### config.mk
export PLATFORM = sky130hd
export DESIGN_NAME = modem_packet_config_regs
export DESIGN_NICKNAME = d
export VERILOG_FILES = /design/src/rtl/modem_packet_pkg.sv /design/src/rtl/modem_packet_axi_slave.sv /design/src/rtl/modem_packet_config_regs.sv
export SDC_FILE = /design/constraint.sdc
export NUM_CORES = 1
export LEC_CHECK = 0
export ABC_AREA = 1
export BUFFER_PORTS_ARGS = -buffer_cell sky130_fd_sc_hd__buf_2
export CELL_PAD_IN_SITES_DETAIL_PLACEMENT = 0
export CELL_PAD_IN_SITES_GLOBAL_PLACEMENT = 1
export CORE_MARGIN = 2
export CORE_UTILIZATION = 38
export CTS_BUF_LIST = sky130_fd_sc_hd__clkbuf_4 sky130_fd_sc_hd__clkbuf_8
export CTS_CLUSTER_DIAMETER = 40
export CTS_CLUSTER_SIZE = 28
export DETAILED_ROUTE_END_ITERATION = 10
export PLACE_DENSITY_LB_ADDON = 0.05
export SLEW_MARGIN = 20
export SYNTH_ARGS = -nofsm -noshare
export SYNTH_HDL_FRONTEND = slang
export SYNTH_HIERARCHICAL = 1
export SYNTH_SLANG_ARGS = --single-unit
### constraint.sdc
create_clock -name aclk -period 1.8 [get_ports aclk]
set_input_delay 0.18 -clock aclk [delete_from_list [all_inputs] [get_ports aclk]]
set_output_delay 0.18 -clock aclk [all_outputs]
set_load 0.02 [all_outputs]
### src/rtl/modem_packet_pkg.sv
// Package: register map, field positions and reset values of the modem/packet bank.
// Assumes byte-wide registers, each in one aligned 32-bit AXI4-Lite word.
package modem_packet_pkg;

  // Printed offsets are not multiples of four: they are word indices
  localparam logic [7:0] IDX_OSR_LOW          = 8'h20;
  localparam logic [7:0] IDX_OFFSET_HIGH      = 8'h21;
  localparam logic [7:0] IDX_OFFSET_MID       = 8'h22;
  localparam logic [7:0] IDX_OFFSET_LOW       = 8'h23;
  localparam logic [7:0] IDX_GAIN_HIGH        = 8'h24;
  localparam logic [7:0] IDX_GAIN_LOW         = 8'h25;
  localparam logic [7:0] IDX_SIGNAL_STRENGTH  = 8'h26;
  localparam logic [7:0] IDX_CC_THRESHOLD     = 8'h27;
  localparam logic [7:0] IDX_ANT1_STRENGTH    = 8'h28;
  localparam logic [7:0] IDX_ANT2_STRENGTH    = 8'h29;
  localparam logic [7:0] IDX_PACKET_CONTROL   = 8'h30;
  localparam logic [7:0] IDX_MODE_CONTROL     = 8'h3F;

  // Reset values
  localparam logic [7:0] RST_OSR_LOW          = 8'h64;
  localparam logic [7:0] RST_OFFSET_HIGH      = 8'h00;
  localparam logic [7:0] RST_OFFSET_MID       = 8'h47;
  localparam logic [7:0] RST_OFFSET_LOW       = 8'hAE;
  localparam logic [7:0] RST_GAIN_HIGH        = 8'h00;
  localparam logic [7:0] RST_GAIN_LOW         = 8'h8F;
  localparam logic [7:0] RST_CC_THRESHOLD     = 8'h00;
  localparam logic [7:0] RST_PACKET_CONTROL   = 8'h00;
  localparam logic [1:0] RST_TRANSFER_MODE    = 2'h0;

  // Writable bit masks; other bits are reserved
  localparam logic [7:0] MASK_GAIN_HIGH       = 8'h07;
  localparam logic [7:0] MASK_PACKET_CONTROL  = 8'hEF;
  localparam logic [7:0] MASK_MODE_CONTROL    = 8'h03;

  // Offset-high fields
  localparam int OSR_HIGH_MSB   = 7;
  localparam int OSR_HIGH_LSB   = 5;
  localparam int STALL_BIT      = 4;
  localparam int NCO_HIGH_MSB   = 3;
  // Packet control fields
  localparam int RX_PKT_BIT     = 7;
  localparam int LSB_FIRST_BIT  = 6;
  localparam int CRC_DATA_BIT   = 5;
  localparam int TX_PKT_BIT     = 3;
  localparam int CRC_EN_BIT     = 2;
  localparam int CRC_SEL_MSB    = 1;

  // Data transfer mode encoding
  localparam logic [1:0] MODE_BUFFERED = 2'h2;

  // AXI responses
  localparam logic [1:0] RESP_OKAY   = 2'h0;
  localparam logic [1:0] RESP_SLVERR = 2'h2;

  typedef enum logic [1:0] {
    CRC_CCITT    = 2'b00,
    CRC_IBM16    = 2'b01,
    CRC_IEC16    = 2'b10,
    CRC_BAICHEVA = 2'b11
  } crc_poly_e;

endpackage

### src/rtl/modem_packet_axi_slave.sv
// AXI4-Lite slave front end: one write and one read at a time.
// Assumes a master that holds valid and payload until taken.
`timescale 1ns/100ps
module modem_packet_axi_slave #(
  parameter int ADDR_W = 12
) (
  input  wire logic              aclk,
  input  wire logic              aresetn,
  input  wire logic [ADDR_W-1:0] awaddr,
  input  wire logic              awvalid,
  output logic                   awready,
  input  wire logic [31:0]       wdata,
  input  wire logic [3:0]        wstrb,
  input  wire logic              wvalid,
  output logic                   wready,
  output logic [1:0]             bresp,
  output logic                   bvalid,
  input  wire logic              bready,
  input  wire logic [ADDR_W-1:0] araddr,
  input  wire logic              arvalid,
  output logic                   arready,
  output logic [31:0]            rdata,
  output logic [1:0]             rresp,
  output logic                   rvalid,
  input  wire logic              rready,
  output logic                   wr_en,
  output logic [ADDR_W-1:0]      wr_addr,
  output logic [7:0]             wr_byte,
  input  wire logic              wr_ok,
  output logic [ADDR_W-1:0]      rd_addr,
  input  wire logic [7:0]        rd_byte,
  input  wire logic              rd_ok
);

  logic              aw_held;
  logic              w_held;
  logic [ADDR_W-1:0] aw_q;
  logic [7:0]        w_q;
  logic              w_lane;

  // Address and data accepted in either order, each held once taken
  assign awready = !aw_held && !bvalid;
  assign wready  = !w_held && !bvalid;
  assign wr_en   = aw_held && w_held && !bvalid;
  assign wr_addr = aw_q;
  assign wr_byte = w_q;

  always_ff @(posedge aclk) begin
    if (!aresetn) begin
      aw_held <= 1'b0;
      w_held  <= 1'b0;
      aw_q    <= '0;
      w_q     <= 8'h00;
      w_lane  <= 1'b0;
    end else if (wr_en) begin
      aw_held <= 1'b0;
      w_held  <= 1'b0;
    end else begin
      if (awvalid && awready) begin
        aw_held <= 1'b1;
        aw_q    <= awaddr;
      end
      if (wvalid && wready) begin
        w_held <= 1'b1;
        w_q    <= wdata[7:0];
        w_lane <= wstrb[0];
      end
    end
  end

  // Write response one cycle after both halves are in
  always_ff @(posedge aclk) begin
    if (!aresetn) begin
      bvalid <= 1'b0;
      bresp  <= modem_packet_pkg::RESP_OKAY;
    end else if (wr_en) begin
      bvalid <= 1'b1;
      bresp  <= wr_ok ? modem_packet_pkg::RESP_OKAY : modem_packet_pkg::RESP_SLVERR;
    end else if (bready) begin
      bvalid <= 1'b0;
    end
  end

  // Read answered the cycle after the address is taken
  assign arready = !rvalid;
  assign rd_addr = araddr;

  always_ff @(posedge aclk) begin
    if (!aresetn) begin
      rvalid <= 1'b0;
      rdata  <= 32'h0000_0000;
      rresp  <= modem_packet_pkg::RESP_OKAY;
    end else if (arvalid && arready) begin
      rvalid <= 1'b1;
      rdata  <= {24'h00_0000, rd_byte};
      rresp  <= rd_ok ? modem_packet_pkg::RESP_OKAY : modem_packet_pkg::RESP_SLVERR;
    end else if (rready) begin
      rvalid <= 1'b0;
    end
  end

  // Lane 0 strobe gates the store in the bank, which captures its own copy; the held flag here is unused
  logic unused_lane;
  assign unused_lane = w_lane;

endmodule

### src/rtl/modem_packet_config_regs.sv
// Modem clock recovery and packet engine configuration/status register bank.
// Assumes AXI4-Lite master on aclk; modem supplies strength samples synchronously.
//
// Functional notes
// - Offset-high bits 7:5 hold oversampling ratio bits 10:8, read/write.
// - NCO offset 20 bits: high nibble, middle byte, low byte.
// - NCO middle byte resets to 0x47, low byte to 0xAE.
// - Offset-high bit 4 is a writable stall control for bit clock recovery.
// - Loop gain bits 10:8 in gain-high bits 2:0; bits 7:3 reserved.
// - Gain low byte holds gain bits 7:0, resets to 0x8F.
// - Live signal strength is read-only, resets to zero.
// - Clear-channel interrupt set when signal strength exceeds threshold.
// - Antenna one strength is read-only, resets to zero.
// - Antenna two strength is read-only.
// - Buffered mode plus control bit 7 enables receive packet handling.
// - Receive handling off: raw bits after sync go to buffer.
// - Buffered mode plus control bit 3 enables transmit packet handling.
// - Transmit handling off: send only loaded bytes, no fields added.
// - Control bit 6 selects LSB-first order, otherwise MSB-first.
// - Control bit 5 limits CRC to the data field.
// - Control bit 2 enables CRC generation.
// - Two-bit field selects CCITT, IBM, IEC-16 or Baicheva polynomial.
// - Low oversampling byte has three fractional bits, resets to 0x64.
//
// Implementation choice: the AXI4-Lite register port.
`timescale 1ns/100ps
module modem_packet_config_regs #(
  parameter int ADDR_W = 12
) (
  input  wire logic              aclk,
  input  wire logic              aresetn,
  // AXI4-Lite slave
  input  wire logic [ADDR_W-1:0] s_axi_awaddr,
  input  wire logic              s_axi_awvalid,
  output logic                   s_axi_awready,
  input  wire logic [31:0]       s_axi_wdata,
  input  wire logic [3:0]        s_axi_wstrb,
  input  wire logic              s_axi_wvalid,
  output logic                   s_axi_wready,
  output logic [1:0]             s_axi_bresp,
  output logic                   s_axi_bvalid,
  input  wire logic              s_axi_bready,
  input  wire logic [ADDR_W-1:0] s_axi_araddr,
  input  wire logic              s_axi_arvalid,
  output logic                   s_axi_arready,
  output logic [31:0]            s_axi_rdata,
  output logic [1:0]             s_axi_rresp,
  output logic                   s_axi_rvalid,
  input  wire logic              s_axi_rready,
  // Modem measurements
  input  wire logic [7:0]        signal_strength_in,
  input  wire logic              signal_strength_valid,
  input  wire logic [7:0]        antenna1_strength_in,
  input  wire logic              antenna1_valid,
  input  wire logic [7:0]        antenna2_strength_in,
  input  wire logic              antenna2_valid,
  // Configuration outputs to modem and packet engine
  output logic [10:0]            oversampling_ratio,
  output logic                   stall_control,
  output logic [19:0]            nco_offset,
  output logic [10:0]            loop_gain,
  output logic                   clear_channel_irq,
  output logic                   rx_packet_handling,
  output logic                   rx_raw_capture,
  output logic                   tx_packet_handling,
  output logic                   tx_raw_send,
  output logic                   lsb_first,
  output logic                   crc_data_only,
  output logic                   crc_enable,
  output logic [1:0]             crc_poly_select,
  output logic [1:0]             transfer_mode
);

  logic              wr_en;
  logic [ADDR_W-1:0] wr_addr;
  logic [7:0]        wr_byte;
  logic              wr_ok;
  logic [ADDR_W-1:0] rd_addr;
  logic [7:0]        rd_byte;
  logic              rd_ok;

  logic [7:0] osr_low;
  logic [7:0] clock_recovery_offset_high;
  logic [7:0] clock_recovery_offset_mid;
  logic [7:0] clock_recovery_offset_low;
  logic [7:0] timing_loop_gain_high;
  logic [7:0] timing_loop_gain_low;
  logic [7:0] signal_strength;
  logic [7:0] clear_channel_threshold;
  logic [7:0] antenna1_strength;
  logic [7:0] antenna2_strength;
  logic [7:0] packet_access_control;
  logic [7:0] mode_control;
  logic       buffered;

  modem_packet_axi_slave #(
    .ADDR_W (ADDR_W)
  ) u_slave (
    .aclk    (aclk),
    .aresetn (aresetn),
    .awaddr  (s_axi_awaddr),
    .awvalid (s_axi_awvalid),
    .awready (s_axi_awready),
    .wdata   (s_axi_wdata),
    .wstrb   (s_axi_wstrb),
    .wvalid  (s_axi_wvalid),
    .wready  (s_axi_wready),
    .bresp   (s_axi_bresp),
    .bvalid  (s_axi_bvalid),
    .bready  (s_axi_bready),
    .araddr  (s_axi_araddr),
    .arvalid (s_axi_arvalid),
    .arready (s_axi_arready),
    .rdata   (s_axi_rdata),
    .rresp   (s_axi_rresp),
    .rvalid  (s_axi_rvalid),
    .rready  (s_axi_rready),
    .wr_en   (wr_en),
    .wr_addr (wr_addr),
    .wr_byte (wr_byte),
    .wr_ok   (wr_ok),
    .rd_addr (rd_addr),
    .rd_byte (rd_byte),
    .rd_ok   (rd_ok)
  );

  // Byte address to word index; misaligned or out-of-range yields a miss
  function automatic logic [8:0] decode_index(input logic [ADDR_W-1:0] addr);
    logic [ADDR_W-1:0] idx;
    idx = addr >> 2;
    if (addr[1:0] != 2'b00 || idx > ADDR_W'(255)) begin
      decode_index = 9'h100;
    end else begin
      decode_index = {1'b0, idx[7:0]};
    end
  endfunction

  // True for indices that hold a register, writable or not
  function automatic logic is_mapped(input logic [8:0] idx);
    is_mapped = !idx[8] && ((idx[7:0] >= modem_packet_pkg::IDX_OSR_LOW
                             && idx[7:0] <= modem_packet_pkg::IDX_ANT2_STRENGTH)
                            || idx[7:0] == modem_packet_pkg::IDX_PACKET_CONTROL
                            || idx[7:0] == modem_packet_pkg::IDX_MODE_CONTROL);
  endfunction

  logic [8:0] wr_idx;
  logic       wr_hit;
  logic       s_axi_wstrb_seen;
  assign wr_idx = decode_index(wr_addr);
  assign wr_ok  = is_mapped(wr_idx);
  // Lane 0 carries the byte; writes with it cleared store nothing
  assign wr_hit = wr_en && s_axi_wstrb_seen;

  // Capture lane-0 strobe alongside the data beat
  always_ff @(posedge aclk) begin
    if (!aresetn) begin
      s_axi_wstrb_seen <= 1'b0;
    end else if (s_axi_wvalid && s_axi_wready) begin
      s_axi_wstrb_seen <= s_axi_wstrb[0];
    end
  end

  // Clock recovery oversampling and NCO offset registers
  always_ff @(posedge aclk) begin
    if (!aresetn) begin
      osr_low                    <= modem_packet_pkg::RST_OSR_LOW;
      clock_recovery_offset_high <= modem_packet_pkg::RST_OFFSET_HIGH;
      clock_recovery_offset_mid  <= modem_packet_pkg::RST_OFFSET_MID;
      clock_recovery_offset_low  <= modem_packet_pkg::RST_OFFSET_LOW;
    end else if (wr_hit && !wr_idx[8]) begin
      unique case (wr_idx[7:0])
        modem_packet_pkg::IDX_OSR_LOW:     osr_low <= wr_byte;
        modem_packet_pkg::IDX_OFFSET_HIGH: clock_recovery_offset_high <= wr_byte;
        modem_packet_pkg::IDX_OFFSET_MID:  clock_recovery_offset_mid <= wr_byte;
        modem_packet_pkg::IDX_OFFSET_LOW:  clock_recovery_offset_low <= wr_byte;
        default: ;
      endcase
    end
  end

  // Loop gain, threshold, packet and mode control
  always_ff @(posedge aclk) begin
    if (!aresetn) begin
      timing_loop_gain_high   <= modem_packet_pkg::RST_GAIN_HIGH;
      timing_loop_gain_low    <= modem_packet_pkg::RST_GAIN_LOW;
      clear_channel_threshold <= modem_packet_pkg::RST_CC_THRESHOLD;
      packet_access_control   <= modem_packet_pkg::RST_PACKET_CONTROL;
      mode_control            <= {6'h00, modem_packet_pkg::RST_TRANSFER_MODE};
    end else if (wr_hit && !wr_idx[8]) begin
      unique case (wr_idx[7:0])
        modem_packet_pkg::IDX_GAIN_HIGH:
          timing_loop_gain_high <= wr_byte & modem_packet_pkg::MASK_GAIN_HIGH;
        modem_packet_pkg::IDX_GAIN_LOW:     timing_loop_gain_low <= wr_byte;
        modem_packet_pkg::IDX_CC_THRESHOLD: clear_channel_threshold <= wr_byte;
        modem_packet_pkg::IDX_PACKET_CONTROL:
          packet_access_control <= wr_byte & modem_packet_pkg::MASK_PACKET_CONTROL;
        modem_packet_pkg::IDX_MODE_CONTROL:
          mode_control <= wr_byte & modem_packet_pkg::MASK_MODE_CONTROL;
        default: ;
      endcase
    end
  end

  // Measurements captured from the modem; software cannot write them
  always_ff @(posedge aclk) begin
    if (!aresetn) begin
      signal_strength   <= 8'h00;
      antenna1_strength <= 8'h00;
      antenna2_strength <= 8'h00;
    end else begin
      if (signal_strength_valid) begin
        signal_strength <= signal_strength_in;
      end
      if (antenna1_valid) begin
        antenna1_strength <= antenna1_strength_in;
      end
      if (antenna2_valid) begin
        antenna2_strength <= antenna2_strength_in;
      end
    end
  end

  // Clear-channel flag registered from the comparison, follows the level
  always_ff @(posedge aclk) begin
    if (!aresetn) begin
      clear_channel_irq <= 1'b0;
    end else begin
      clear_channel_irq <= signal_strength > clear_channel_threshold;
    end
  end

  // Read multiplexer; misses answer zero with an error response
  logic [8:0] rd_idx;
  assign rd_idx = decode_index(rd_addr);
  assign rd_ok  = is_mapped(rd_idx);

  always_comb begin
    rd_byte = 8'h00;
    if (!rd_idx[8]) begin
      unique case (rd_idx[7:0])
        modem_packet_pkg::IDX_OSR_LOW:         rd_byte = osr_low;
        modem_packet_pkg::IDX_OFFSET_HIGH:     rd_byte = clock_recovery_offset_high;
        modem_packet_pkg::IDX_OFFSET_MID:      rd_byte = clock_recovery_offset_mid;
        modem_packet_pkg::IDX_OFFSET_LOW:      rd_byte = clock_recovery_offset_low;
        modem_packet_pkg::IDX_GAIN_HIGH:       rd_byte = timing_loop_gain_high;
        modem_packet_pkg::IDX_GAIN_LOW:        rd_byte = timing_loop_gain_low;
        modem_packet_pkg::IDX_SIGNAL_STRENGTH: rd_byte = signal_strength;
        modem_packet_pkg::IDX_CC_THRESHOLD:    rd_byte = clear_channel_threshold;
        modem_packet_pkg::IDX_ANT1_STRENGTH:   rd_byte = antenna1_strength;
        modem_packet_pkg::IDX_ANT2_STRENGTH:   rd_byte = antenna2_strength;
        modem_packet_pkg::IDX_PACKET_CONTROL:  rd_byte = packet_access_control;
        modem_packet_pkg::IDX_MODE_CONTROL:    rd_byte = mode_control;
        default:                               rd_byte = 8'h00;
      endcase
    end
  end

  // Clock recovery configuration fields out to the modem
  assign oversampling_ratio = {clock_recovery_offset_high[modem_packet_pkg::OSR_HIGH_MSB:
                                 modem_packet_pkg::OSR_HIGH_LSB], osr_low};
  assign stall_control      = clock_recovery_offset_high[modem_packet_pkg::STALL_BIT];
  assign nco_offset         = {clock_recovery_offset_high[modem_packet_pkg::NCO_HIGH_MSB:0],
                               clock_recovery_offset_mid, clock_recovery_offset_low};
  assign loop_gain          = {timing_loop_gain_high[2:0], timing_loop_gain_low};

  // Packet engine controls; automation only applies in buffered mode
  assign transfer_mode      = mode_control[1:0];
  assign buffered           = transfer_mode == modem_packet_pkg::MODE_BUFFERED;
  assign rx_packet_handling = buffered
                              && packet_access_control[modem_packet_pkg::RX_PKT_BIT];
  assign rx_raw_capture     = !rx_packet_handling;
  assign tx_packet_handling = buffered
                              && packet_access_control[modem_packet_pkg::TX_PKT_BIT];
  assign tx_raw_send        = !tx_packet_handling;
  assign lsb_first          = packet_access_control[modem_packet_pkg::LSB_FIRST_BIT];
  assign crc_data_only      = packet_access_control[modem_packet_pkg::CRC_DATA_BIT];
  assign crc_enable         = packet_access_control[modem_packet_pkg::CRC_EN_BIT];
  assign crc_poly_select    = packet_access_control[modem_packet_pkg::CRC_SEL_MSB:0];

endmodule

==> Implementation_results.wiki, run 1 <==
{| class="wikitable"
! Metric !! Value
|-
| Global-route wire length before repair || 30900 µm
|-
| Antenna diode count || 0
|-
| First-pass iteration count of the detailed router || 5
|-
| Worst-margin pin slew || 633 ps
|-
| Worst clock skew || 9.36 ps
|-
| Via/cell ratio || 4.76
|-
| Area of the multi-input gates || 0.00325 mm²
|-
| Final hold violation count || 0
|-
| Global route overflow || 0
|-
| Biggest fanout along the worst timing path || 14
|-
| Starting utilization of the core area || 38.8%
|-
| Required time of the critical path || 2140 ps
|-
| Clock period minus worst slack || 1670 ps
|-
| Antenna violations before repair || 0
|-
| Adder-cell share of the synthesized area || 1.55%
|-
| Max-slew violation count || 0
|-
| Rel. slew slack || 57.7%
|-
| Category of the worst setup path capture point || flip-flop
|-
| Reg clk slew, reported paths || 70 ps
|-
| Largest net degree at the start of global routing || 40
|-
| Number of routed nets with antenna violations || 0
|-
| RSZ-0062 raised after global routing || false
|-
| Area inside the core boundary || 0.0166 mm²
|-
| Crit share post-route || 92.5%
|-
| I/O pin cnt || 190
|-
| Global router's overall resource usage || 22.2%
|-
| Standard-cell row count || 47
|-
| Area growth from synthesis to layout || 24.4%
|-
| Placed cell count || 1250
|-
| Crit-path max cell delay || 330 ps
|-
| DRC errors left || 0
|-
| Max H-tree Level || 4
|-
| Register area || 0.00240 mm²
|-
| HP Class || input port to flip-flop
|-
| Post-DP Area || 0.00730 mm²
|-
| Die outline height || 134 µm
|-
| Port Buf Inserts || 136
|-
| Cell occurring most often along the worst timing path || sky130_fd_sc_hd__nand2_2
|-
| Cell-by-cell trace of the critical path || nand2_1 > nor2_2 > nand2_2 > nor2_8 > nand3_2 > inv_2 > nand2_2 > o21ai_0 > nor2_1
|-
| Cell area power density || 801 mW/mm²
|-
| Count of synthesis-stage warnings from yosys || 6
|-
| TritonCTS clock tree || done
|-
| Combinational family with the most area after synthesis || simple AND/OR/NAND/NOR gates
|-
| Drt total wl || 20000 µm
|-
| Post-route standard cell area excluding fillers || 0.00801 mm²
|-
| Die area || 0.0180 mm²
|-
| Leakage power figure || 3.92 nW
|-
| Clk_lat worst skew || 450 ps
|-
| Final routed wire length divided by cell count || 15.3 µm
|-
| Starting DRC count in detailed routing || 383
|-
| Sequential fraction of the synthesis area || 37.3%
|-
| Seq cells post-synth || 120
|-
| Library cell occupying the most area in the post-synthesis netlist || sky130_fd_sc_hd__dfxtp_1
|-
| Leading post-synthesis cells by cell area || sky130_fd_sc_hd__dfxtp_1 37%, sky130_fd_sc_hd__nand3_1 10%, sky130_fd_sc_hd__nor2_1 10%
|-
| Proportion of synthesized area in mux cells || 0%
|-
| Clock tree root buffer cell || sky130_fd_sc_hd__clkbuf_8
|-
| Avg Synthesized Cell Area || 7.03 µm²
|-
| Via count of the first global-routing pass || 5695
|-
| Sink count of the clock tree || 120
|-
| Num CTS Buffers || 17
|-
| Arr. time, crit path || 2010 ps
|-
| XOR/XNOR share of the synthesized area || 0%
|-
| Die width || 134 µm
|-
| Status || finished, final reports clean
|-
| Final-layout setup total negative slack || 0 ps
|-
| Final std cells w/o fill || 1308
|-
| Mapped Cells || 916
|-
| Fraction of layout instances using a drive strength above 1 || 24.3%
|-
| Detail Placement HPWL || 14900 µm
|-
| Post-synth design cell area || 0.00644 mm²
|-
| Synth unique cells || 35
|-
| Max cap viols || 0
|-
| Standard cell with the maximum stage delay on the critical path || sky130_fd_sc_hd__dfxtp_1
|-
| Max IR drop VDD || 461 µV
|-
| Weighted congestion at the end of routability-driven global placement || 0.827
|-
| Max Clock Freq || 601 MHz
|-
| Critical setup path kind || flip-flop to flip-flop
|-
| Sort of element at the start of the critical path || flip-flop
|-
| Fraction of synthesized cell area taken by the top area cell type || 37.3%
|-
| Setup violation total in the final timing report || 0
|-
| Synthesized-area fraction occupied by and/or/nand/nor cells || 34.1%
|-
| Fillcell total || 1827
|-
| Number of nets in the final layout || 1177
|-
| Fraction of the mapped netlist area in compound gates || 13.1%
|-
| Power, Total || 6.42 mW
|-
| Number of vias after detailed routing || 6224
|-
| Buffer levels on the longest clock path || 2
|}
kinds of logic after synthesis:
family                     count (synthesis)
and+or+nand+nor                          477
adders and majority gates                  8
other                                      1
AOI/OAI and AO/OA                        144
DFF                                      120
buffers and inverters                    166
layer usage:
metal,vias to the layer above,wire [µm],track usage [%]
met4,0,282,5.91
met1,2787,9530,30.7
li1,3237,-,-
met5,-,0,0
met3,20,1090,4.69
met2,180,9110,35.3
layout make-up:
class,instances,share of cell area (%)
Clock inverter,14,2.48
Inverter,86,4.06
Tap cell,220,3.44
Timing Repair Buffer,195,16.4
Clock buffer,18,3.09
Sequential cell,120,30.0
Multi-Input combinational cell,655,40.6
state kept, by name (all words and copies together) (netlist names), 3 cells and up:
| signal | flops |
|---|---|
| clear_channel_threshold | 8 |
| clock_recovery_offset_high | 8 |
| signal_strength | 8 |
| u_slave/wr_byte | 8 |
| packet_access_control | 7 |
| clock_recovery_offset_low | 8 |
| clock_recovery_offset_mid | 8 |
| antenna2_strength | 8 |
| u_slave/rdata | 8 |
| timing_loop_gain_high | 3 |
| u_slave/wr_addr | 12 |
| antenna1_strength | 8 |
| osr_low | 8 |
| timing_loop_gain_low | 8 |
per-stage QoR:
| step | hold slack [ps] | worst slack (ps) | utilization (%) |
|---|---|---|---|
| floorplan | 315 | 139 | - |
| global placement | 406 | -15.7 | 44.0 |
| detailed placement | 406 | -51.3 | 44.0 |
| CTS | 16.7 | 63.0 | 48.2 |
| global route | 35.9 | 24.5 | 48.3 |
| finish | 32.6 | 135 | 48.3 |
synth_stat cells:
cell type / number
sky130_fd_sc_hd__o211ai_2: 11
sky130_fd_sc_hd__or2_2: 1
sky130_fd_sc_hd__buf_6: 10
sky130_fd_sc_hd__ha_1: 8
sky130_fd_sc_hd__nand2_1: 120
sky130_fd_sc_hd__o21ai_0: 61
sky130_fd_sc_hd__buf_1: 3
sky130_fd_sc_hd__o21ai_2: 1
sky130_fd_sc_hd__o21ai_1: 2
sky130_fd_sc_hd__nand4_1: 5
sky130_fd_sc_hd__nor2_1: 176
sky130_fd_sc_hd__inv_4: 1
sky130_fd_sc_hd__nand2_2: 8
sky130_fd_sc_hd__buf_2: 16
sky130_fd_sc_hd__and2_0: 1
sky130_fd_sc_hd__clkinv_1: 2
sky130_fd_sc_hd__dfxtp_1: 120
sky130_fd_sc_hd__inv_1: 80
sky130_fd_sc_hd__nor2_4: 14
sky130_fd_sc_hd__nor3_1: 1
sky130_fd_sc_hd__clkbuf_1: 6
sky130_fd_sc_hd__o211a_1: 1
sky130_fd_sc_hd__nand3_1: 133
sky130_fd_sc_hd__nand3_2: 5
sky130_fd_sc_hd__nor2_2: 9
sky130_fd_sc_hd__a21oi_2: 2
sky130_fd_sc_hd__nor3_4: 1
sky130_fd_sc_hd__buf_4: 45
sky130_fd_sc_hd__conb_1: 1
sky130_fd_sc_hd__o21a_1: 5
sky130_fd_sc_hd__a21oi_1: 56
sky130_fd_sc_hd__nand2_4: 2
sky130_fd_sc_hd__nor2_8: 1
sky130_fd_sc_hd__o211ai_1: 5
sky130_fd_sc_hd__inv_2: 3
placed cells by master, fill, tap and decap left out, types with 2 or more instances in the layout:
cell,count
sky130_fd_sc_hd__o211ai_2,11
sky130_fd_sc_hd__a21oi_2,2
sky130_fd_sc_hd__nand2_2,8
sky130_fd_sc_hd__inv_2,3
sky130_fd_sc_hd__nor2_2,10
sky130_fd_sc_hd__clkbuf_8,18
sky130_fd_sc_hd__buf_12,10
sky130_fd_sc_hd__clkinvlp_4,4
sky130_fd_sc_hd__o21ai_1,4
sky130_fd_sc_hd__o211ai_1,5
sky130_fd_sc_hd__nand4_1,5
sky130_fd_sc_hd__clkinv_1,2
sky130_fd_sc_hd__nand2_1,119
sky130_fd_sc_hd__nand3_2,5
sky130_fd_sc_hd__clkinv_4,4
sky130_fd_sc_hd__conb_1,26
sky130_fd_sc_hd__nand3_1,133
sky130_fd_sc_hd__bufinv_16,4
sky130_fd_sc_hd__o21a_1,5
sky130_fd_sc_hd__nor2_4,14
sky130_fd_sc_hd__buf_4,26
sky130_fd_sc_hd__nand2_4,3
sky130_fd_sc_hd__dlygate4sd3_1,24
sky130_fd_sc_hd__a21oi_1,56
sky130_fd_sc_hd__buf_2,135
sky130_fd_sc_hd__ha_1,8
sky130_fd_sc_hd__nor2_1,175
sky130_fd_sc_hd__o21ai_0,59
sky130_fd_sc_hd__dfxtp_1,120
sky130_fd_sc_hd__inv_1,80
critical path, delay by kind of cell (launching register included):
kind / cells / cell delay, ps
AOI/OAI and AO/OA: 1 / 270
buffers and inverters: 1 / 90
DFF: 1 / 330
and+or+nand+nor: 7 / 870
what timing repair did:
action	CTS	global route
buffers inserted	0	2
gates resized for setup	0	5
setup endpoints to repair	0	19
endpoints found under the hold margin	24	0
hold buffers	24	0
path summary, 6_finish.rpt:
| kind | start | endpoint | slack (ps) | depth (start not counted) |
|---|---|---|---|---|
| worst min register to register | u_slave/rdata[2]$_SDFFE_PN0P_ | u_slave/rdata[2]$_SDFFE_PN0P_ | 480 | 2 |
| worst min-delay path | signal_strength_in[0] | signal_strength[0]$_SDFFE_PN0P_ | 30 | 3 |
| worst max-delay path | u_slave/aw_held$_SDFFE_PP0P_ | timing_loop_gain_low[6]$_SDFFE_PN0P_ | 130 | 9 |
| worst max register to register | u_slave/aw_held$_SDFFE_PP0P_ | timing_loop_gain_low[6]$_SDFFE_PN0P_ | 130 | 9 |
power by group:
group / total (mW) / internal, mW / switching, mW
logic: 0.845 / 0.307 / 0.538
registers: 2.85 / 2.76 / 0.0855
clock network: 2.73 / 1.55 / 1.18
Power figures use the tool's default switching activity.
==> run 2, diff against run 1 <==
--- a/config.mk
+++ b/config.mk
@@ -9,12 +9,14 @@
 export BUFFER_PORTS_ARGS = -buffer_cell sky130_fd_sc_hd__buf_2
 export CELL_PAD_IN_SITES_DETAIL_PLACEMENT = 0
 export CELL_PAD_IN_SITES_GLOBAL_PLACEMENT = 1
+export CORE_ASPECT_RATIO = 1.5
 export CORE_MARGIN = 2
 export CORE_UTILIZATION = 38
 export CTS_BUF_LIST = sky130_fd_sc_hd__clkbuf_4 sky130_fd_sc_hd__clkbuf_8
 export CTS_CLUSTER_DIAMETER = 40
 export CTS_CLUSTER_SIZE = 28
 export DETAILED_ROUTE_END_ITERATION = 10
+export MAX_ROUTING_LAYER = met4
 export PLACE_DENSITY_LB_ADDON = 0.05
 export SLEW_MARGIN = 20
 export SYNTH_ARGS = -nofsm -noshare
==> run 2 against run 1 <==
Effect of this change: worst setup slack worse by 45 ps; sequential share of layout area shrank 0.21 points; largest cell class unchanged; sequential power is essentially flat; largest power group unchanged; clock-buffer cell count increased by 3; highest routed layer unchanged.
==> Implementation_results.wiki, run 2 (synthesis results as in run 1) <==
{| class="wikitable"
! Metric !! Value
|-
| Critical setup path kind || flip-flop to output port
|-
| Max-slew violation count || 0
|-
| Switching Fraction || 27.8%
|-
| Max cap viols || 0
|-
| Antenna diode count || 0
|-
| Area growth from synthesis to layout || 25.3%
|-
| Clock tree root buffer cell || sky130_fd_sc_hd__clkbuf_8
|-
| Number of routed nets with antenna violations || 0
|-
| Final routed wire length divided by cell count || 15.7 µm
|-
| Biggest fanout along the worst timing path || 19
|-
| Arr. time, crit path || 1530 ps
|-
| Area inside the core boundary || 0.0167 mm²
|-
| I/O pin cnt || 190
|-
| Fin Hold WS || 26.6 ps
|-
| Clk pwr share || 41.3%
|-
| Number of vias after detailed routing || 6260
|-
| Leakage power figure || 3.98 nW
|-
| Global router's overall resource usage || 23.7%
|-
| Rel. slew slack || 65.7%
|-
| Placed cell count || 1247
|-
| Max IR drop VDD || 423 µV
|-
| Most common library cell in the layout ignoring fill and taps || sky130_fd_sc_hd__nor2_1
|-
| Worst setup timing slack at the placement stage || -47.0 ps
|-
| Die outline height || 163 µm
|-
| Final std cells w/o fill || 1304
|-
| HP Class || input port to flip-flop
|-
| Crit share post-route || 95.0%
|-
| Starting utilization of the core area || 38.6%
|-
| Proportion of power drawn by flip-flops and latches || 45.0%
|-
| Starting DRC count in detailed routing || 297
|-
| Global-route wire length before repair || 30700 µm
|-
| Worst-margin pin slew || 514 ps
|-
| Clk_lat worst skew || 450 ps
|-
| Die width || 110 µm
|-
| Detail Placement HPWL || 15500 µm
|-
| Fillcell total || 1795
|-
| Hold_sp || signal_strength_in[0]
|-
| Global route overflow || 0
|-
| Worst clock skew || 12.0 ps
|-
| Antenna violations before repair || 0
|-
| Design internal power || 4.58 mW
|-
| Drt total wl || 20500 µm
|-
| Max reg flops || 12
|-
| Number of nets in the final layout || 1183
|-
| Clock period minus worst slack || 1710 ps
|-
| DRC errors left || 0
|-
| Standard cell with the maximum stage delay on the critical path || sky130_fd_sc_hd__nor2_4
|-
| Minimum setup slack in the final design || 89.9 ps
|-
| Sink count of the clock tree || 120
|-
| Buffer levels on the longest clock path || 2
|-
| First-pass iteration count of the detailed router || 6
|-
| Die area || 0.0180 mm²
|-
| Port Buf Inserts || 136
|-
| Switching Power || 1.76 mW
|-
| Standard-cell row count || 58
|-
| Max H-tree Level || 4
|-
| Part of the power in combinational logic || 13.7%
|-
| Via/cell ratio || 4.80
|-
| Max Clock Freq || 585 MHz
|-
| Reg-to-reg critical path startpoint || u_slave/wr_addr[0]$_SDFFE_PN0P_
|-
| Cell area power density || 786 mW/mm²
|-
| Largest net degree at the start of global routing || 44
|-
| Cell-by-cell trace of the critical path || buf_4 > nor2_4 > buf_2
|-
| Crit-path max cell delay || 360 ps
|-
| Post-route core utilization || 48.3%
|-
| Setup violation total in the final timing report || 0
|-
| Fraction of layout instances using a drive strength above 1 || 24.9%
|-
| Status || finished, final reports clean
|-
| Required time of the critical path || 1620 ps
|-
| TritonCTS clock tree || done
|-
| Weighted congestion at the end of routability-driven global placement || 0.872
|-
| Category of the worst setup path capture point || output port
|-
| Final hold violation count || 0
|-
| Commonest cells after routing, fill and taps aside || 176 x sky130_fd_sc_hd__nor2_1, 135 x sky130_fd_sc_hd__buf_2, 133 x sky130_fd_sc_hd__nand3_1
|-
| Reg clk slew, reported paths || 80 ps
|-
| Sort of element at the start of the critical path || flip-flop
|-
| Via count of the first global-routing pass || 5846
|-
| Num CTS Buffers || 17
|-
| Timing startpoint of the critical path || u_slave/bvalid$_SDFFE_PN0P_
|}
[run 2: area by class of cell]
cell class / instances / area [µm²] / area share [%]
multi-input combinational: 656 / 3290 / 40.8
timing repair buffer: 200 / 1360 / 16.8
tap: 210 / 263 / 3.26
clock buffer: 21 / 283 / 3.50
inverter: 86 / 325 / 4.03
clock inverter: 11 / 145 / 1.80
sequential: 120 / 2400 / 29.8
[run 2: worst max-delay path: cells and delay by family, from the launching register on]
kind / cells / cell delay, ps
buffers and inverters: 2 / 420
AND/OR/NAND/NOR: 1 / 360
flip-flops: 1 / 310
[run 2: routing by layer]
| layer | vias to the layer above | global-route usage (%) | wire length, µm |
|---|---|---|---|
| li1 | 3240 | - | - |
| met3 | 42 | 3.91 | 756 |
| met2 | 150 | 42.4 | 10900 |
| met1 | 2828 | 24.9 | 8080 |
| met5 | - | - | 0 |
| met4 | 0 | 10.9 | 780 |
[run 2: power groups by stage]
stage	clock network (mW)	logic, mW	registers [mW]
floorplan	0	0.587	2.91
global placement	0	0.796	2.91
detailed placement	0	0.797	2.91
CTS	2.69	0.845	2.85
global route	2.80	0.968	2.86
finish	2.62	0.867	2.85
[run 2: stage by stage]
step / setup TNS, ps / cell area (µm²) / power [mW]
4_1_cts: 0 / 8000 / 6.38
3_3_place_gp: -155 / 7340 / 3.70
2_1_floorplan: 0 / 6530 / 3.49
6_report: 0 / 8070 / 6.34
5_1_grt: -14.9 / 8070 / 6.63
3_5_place_dp: -186 / 7340 / 3.70
[run 2: worst paths after layout]
path                                                          end  slack, ps  cells past startpoint
worst min-delay path              signal_strength[0]$_SDFFE_PN0P_         30                      3
worst max register to register       mode_control[0]$_SDFFE_PN0P_        110                     10
worst min register to register  antenna2_strength[4]$_SDFFE_PN0P_        470                      2
worst max-delay path                                 s_axi_wready         90                      3
[run 2: what timing repair did]
item,CTS,global route
hold buffers,23,0
cloned,1,0
endpoints found under the hold margin,23,0
setup endpoints to repair,1,21
resized for setup,0,9
pin swaps,1,4
setup buffers,0,1
==> run 3, diff against run 2 <==
--- a/config.mk
+++ b/config.mk
@@ -10,7 +10,7 @@
 export CELL_PAD_IN_SITES_DETAIL_PLACEMENT = 0
 export CELL_PAD_IN_SITES_GLOBAL_PLACEMENT = 1
 export CORE_ASPECT_RATIO = 1.5
-export CORE_MARGIN = 2
+export CORE_MARGIN = 3
 export CORE_UTILIZATION = 38
 export CTS_BUF_LIST = sky130_fd_sc_hd__clkbuf_4 sky130_fd_sc_hd__clkbuf_8
 export CTS_CLUSTER_DIAMETER = 40
@@ -18,6 +18,7 @@
 export DETAILED_ROUTE_END_ITERATION = 10
 export MAX_ROUTING_LAYER = met4
 export PLACE_DENSITY_LB_ADDON = 0.05
+export RECOVER_POWER = 25
 export SLEW_MARGIN = 20
 export SYNTH_ARGS = -nofsm -noshare
 export SYNTH_HDL_FRONTEND = slang
==> run 3 against run 2 <==
Effect of this change: hold slack better by 6.1 ps; register-to-register slack better by 20 ps; highest routed layer unchanged; fmax is 2.7% higher; sequential share of layout area is 0.32 points higher; critical path depth is 7 higher; largest power group unchanged; non-clock buffer count is 1 higher; combinational power hardly changed; core utilization is 0.34 points higher; first-iteration DRC count is 8.1% higher; clock-buffer cell count is 3 lower.
==> Implementation_results.wiki, run 3 (synthesis results as in run 1) <==
{| class="wikitable"
! Metric !! Value
|-
| Status || finished, final reports clean
|-
| I/O pin cnt || 190
|-
| Number of vias after detailed routing || 6171
|-
| Detail Placement HPWL || 15500 µm
|-
| Buffer levels on the longest clock path || 2
|-
| Sink count of the clock tree || 120
|-
| Clock tree root buffer cell || sky130_fd_sc_hd__clkbuf_8
|-
| Weighted congestion at the end of routability-driven global placement || 0.850
|-
| DRC errors left || 0
|-
| Die width || 112 µm
|-
| Clock period minus worst slack || 1670 ps
|-
| Global-route wire length before repair || 31500 µm
|-
| Max-slew violation count || 0
|-
| Critical setup path kind || flip-flop to flip-flop
|-
| Max H-tree Level || 4
|-
| Fin Hold WS || 32.7 ps
|-
| Largest net degree at the start of global routing || 39
|-
| Standard-cell row count || 57
|-
| Area of the multi-input gates || 0.00328 mm²
|-
| Global route overflow || 0
|-
| Crit share post-route || 92.5%
|-
| Starting utilization of the core area || 39.3%
|-
| Crit Reg-Reg Endpoint || mode_control[0]$_SDFFE_PN0P_
|-
| Final routed wire length divided by cell count || 15.7 µm
|-
| Post-route core utilization || 48.7%
|-
| Num CTS Buffers || 17
|-
| Register area || 0.00240 mm²
|-
| Fraction of layout instances using a drive strength above 1 || 23.7%
|-
| Required time of the critical path || 2120 ps
|-
| Worst setup path end || mode_control[0]$_SDFFE_PN0P_
|-
| Number of routed nets with antenna violations || 0
|-
| Most common library cell in the layout ignoring fill and taps || sky130_fd_sc_hd__nor2_1
|-
| Register-to-register setup slack || 130 ps
|-
| Arr. time, crit path || 1980 ps
|-
| Reg clk slew, reported paths || 80 ps
|-
| Max reg flops || 12
|-
| Port Buf Inserts || 136
|-
| Final hold violation count || 0
|-
| Uppermost layer routed || met4
|-
| Global router's overall resource usage || 22.5%
|-
| HP Class || input port to flip-flop
|-
| Worst-margin pin slew || 1450 ps
|-
| Reg-to-reg critical path startpoint || u_slave/wr_addr[11]$_SDFFE_PN0P_
|-
| Antenna diode count || 0
|-
| Via/cell ratio || 4.74
|-
| Die outline height || 165 µm
|-
| Fillcell total || 1750
|-
| Leakage power figure || 3.92 nW
|-
| TritonCTS clock tree || done
|-
| Biggest fanout along the worst timing path || 8
|-
| Antenna violations before repair || 0
|-
| Final-layout setup total negative slack || 0 ps
|-
| Starting DRC count in detailed routing || 321
|-
| Number of nets in the final layout || 1184
|-
| Rel. slew slack || 3.26%
|-
| Detail Route met2 WL || 10900 µm
|-
| Cell area power density || 788 mW/mm²
|-
| Worst reg-to-reg path cell count || 10
|-
| Length of routed met3 wiring || 736 µm
|-
| Category of the worst setup path capture point || flip-flop
|-
| Drt total wl || 20400 µm
|-
| Commonest cells after routing, fill and taps aside || 175 x sky130_fd_sc_hd__nor2_1, 133 x sky130_fd_sc_hd__nand3_1, 121 x sky130_fd_sc_hd__buf_2
|-
| RSZ-0062 raised after global routing || false
|-
| Routed metal-1 wirelength || 8210 µm
|-
| Max IR drop VDD || 464 µV
|-
| Number of cells on the worst hold path || 3
|-
| Max Clock Freq || 601 MHz
|-
| First-pass iteration count of the detailed router || 5
|-
| Timing startpoint of the critical path || u_slave/wr_addr[11]$_SDFFE_PN0P_
|-
| Power, Total || 6.30 mW
|-
| Area growth from synthesis to layout || 24.0%
|-
| Clk_lat worst skew || 440 ps
|-
| Sort of element at the start of the critical path || flip-flop
|-
| Max cap viols || 0
|-
| Worst clock skew || 13.2 ps
|-
| Area inside the core boundary || 0.0164 mm²
|-
| Die area || 0.0186 mm²
|-
| Via count of the first global-routing pass || 5936
|-
| Setup violation total in the final timing report || 0
|}
[run 3: cell count changes in the layout (fill, tap and decap cells not counted), moves of 3 or more]
cell	previous run	this run
sky130_fd_sc_hd__buf_2	135	121
sky130_fd_sc_hd__clkbuf_1	0	15
sky130_fd_sc_hd__buf_12	11	7
sky130_fd_sc_hd__buf_4	31	34
sky130_fd_sc_hd__clkbuf_8	20	17
sky130_fd_sc_hd__clkinv_4	1	4
[run 3: worst min-delay path by stage]
stage	end	slack, ps	from
5_1_grt	u_slave/rvalid$_SDFFE_PN0P_	30	s_axi_rready
3_3_place_gp	antenna1_strength[1]$_SDFFE_PN0P_	410	antenna1_strength_in[1]
2_1_floorplan	signal_strength[1]$_SDFFE_PN0P_	310	signal_strength_in[1]
3_5_place_dp	antenna1_strength[2]$_SDFFE_PN0P_	410	antenna1_strength_in[2]
4_1_cts	signal_strength[0]$_SDFFE_PN0P_	20	signal_strength_in[0]
6_report	signal_strength[0]$_SDFFE_PN0P_	30	signal_strength_in[0]
[run 3: worst max-delay path, stage by stage (launching register included)]
cell                      delay [ps]
sky130_fd_sc_hd__dfxtp_1         330
sky130_fd_sc_hd__nor2_2          140
sky130_fd_sc_hd__nand2_4         140
sky130_fd_sc_hd__buf_12          160
sky130_fd_sc_hd__nor2_8           90
sky130_fd_sc_hd__inv_2            60
sky130_fd_sc_hd__nor2_4          170
sky130_fd_sc_hd__buf_4           150
sky130_fd_sc_hd__nand2_1          70
sky130_fd_sc_hd__o21ai_0         160
sky130_fd_sc_hd__a21oi_1          70
[run 3: cell type report]
cell class	instances	area share [%]
sequential	120	30.1
timing repair buffer	201	16.3
multi-input combinational	656	41.1
clock buffer	18	3.02
clock inverter	14	2.18
inverter	86	4.07
tap	206	3.23
[run 3: stage by stage]
step | setup WS, ps | cells | area, µm²
final | 135 | 1301 | 7990
after global routing | 3.61 | 1301 | 7990
after CTS | 5.28 | 1294 | 7900
after detailed placement | -35.6 | 1239 | 7250
after global placement | -14.7 | 1239 | 7250
after floorplan | 139 | 941 | 6530
[run 3: timing repair]
item,4_1_cts,5_1_grt
buffers inserted,0,6
pin swaps,1,8
setup endpoints to repair,1,25
gates resized for setup,0,11
hold buffers,23,0
endpoints found under the hold margin,23,0
cloned,0,1
[run 3: power by group]
part | switching [mW] | total (mW) | internal, mW
sequential | 0.0886 | 2.85 | 2.76
clock | 1.18 | 2.58 | 1.40
combinational | 0.539 | 0.865 | 0.326
total | 1.81 | 6.30 | 4.48
[run 3: metal layers]
metal	global-route usage [%]	up-vias
met4	8.75	0
met2	40.9	151
met5	-	-
met1	24.6	2735
met3	3.57	35
li1	-	3250
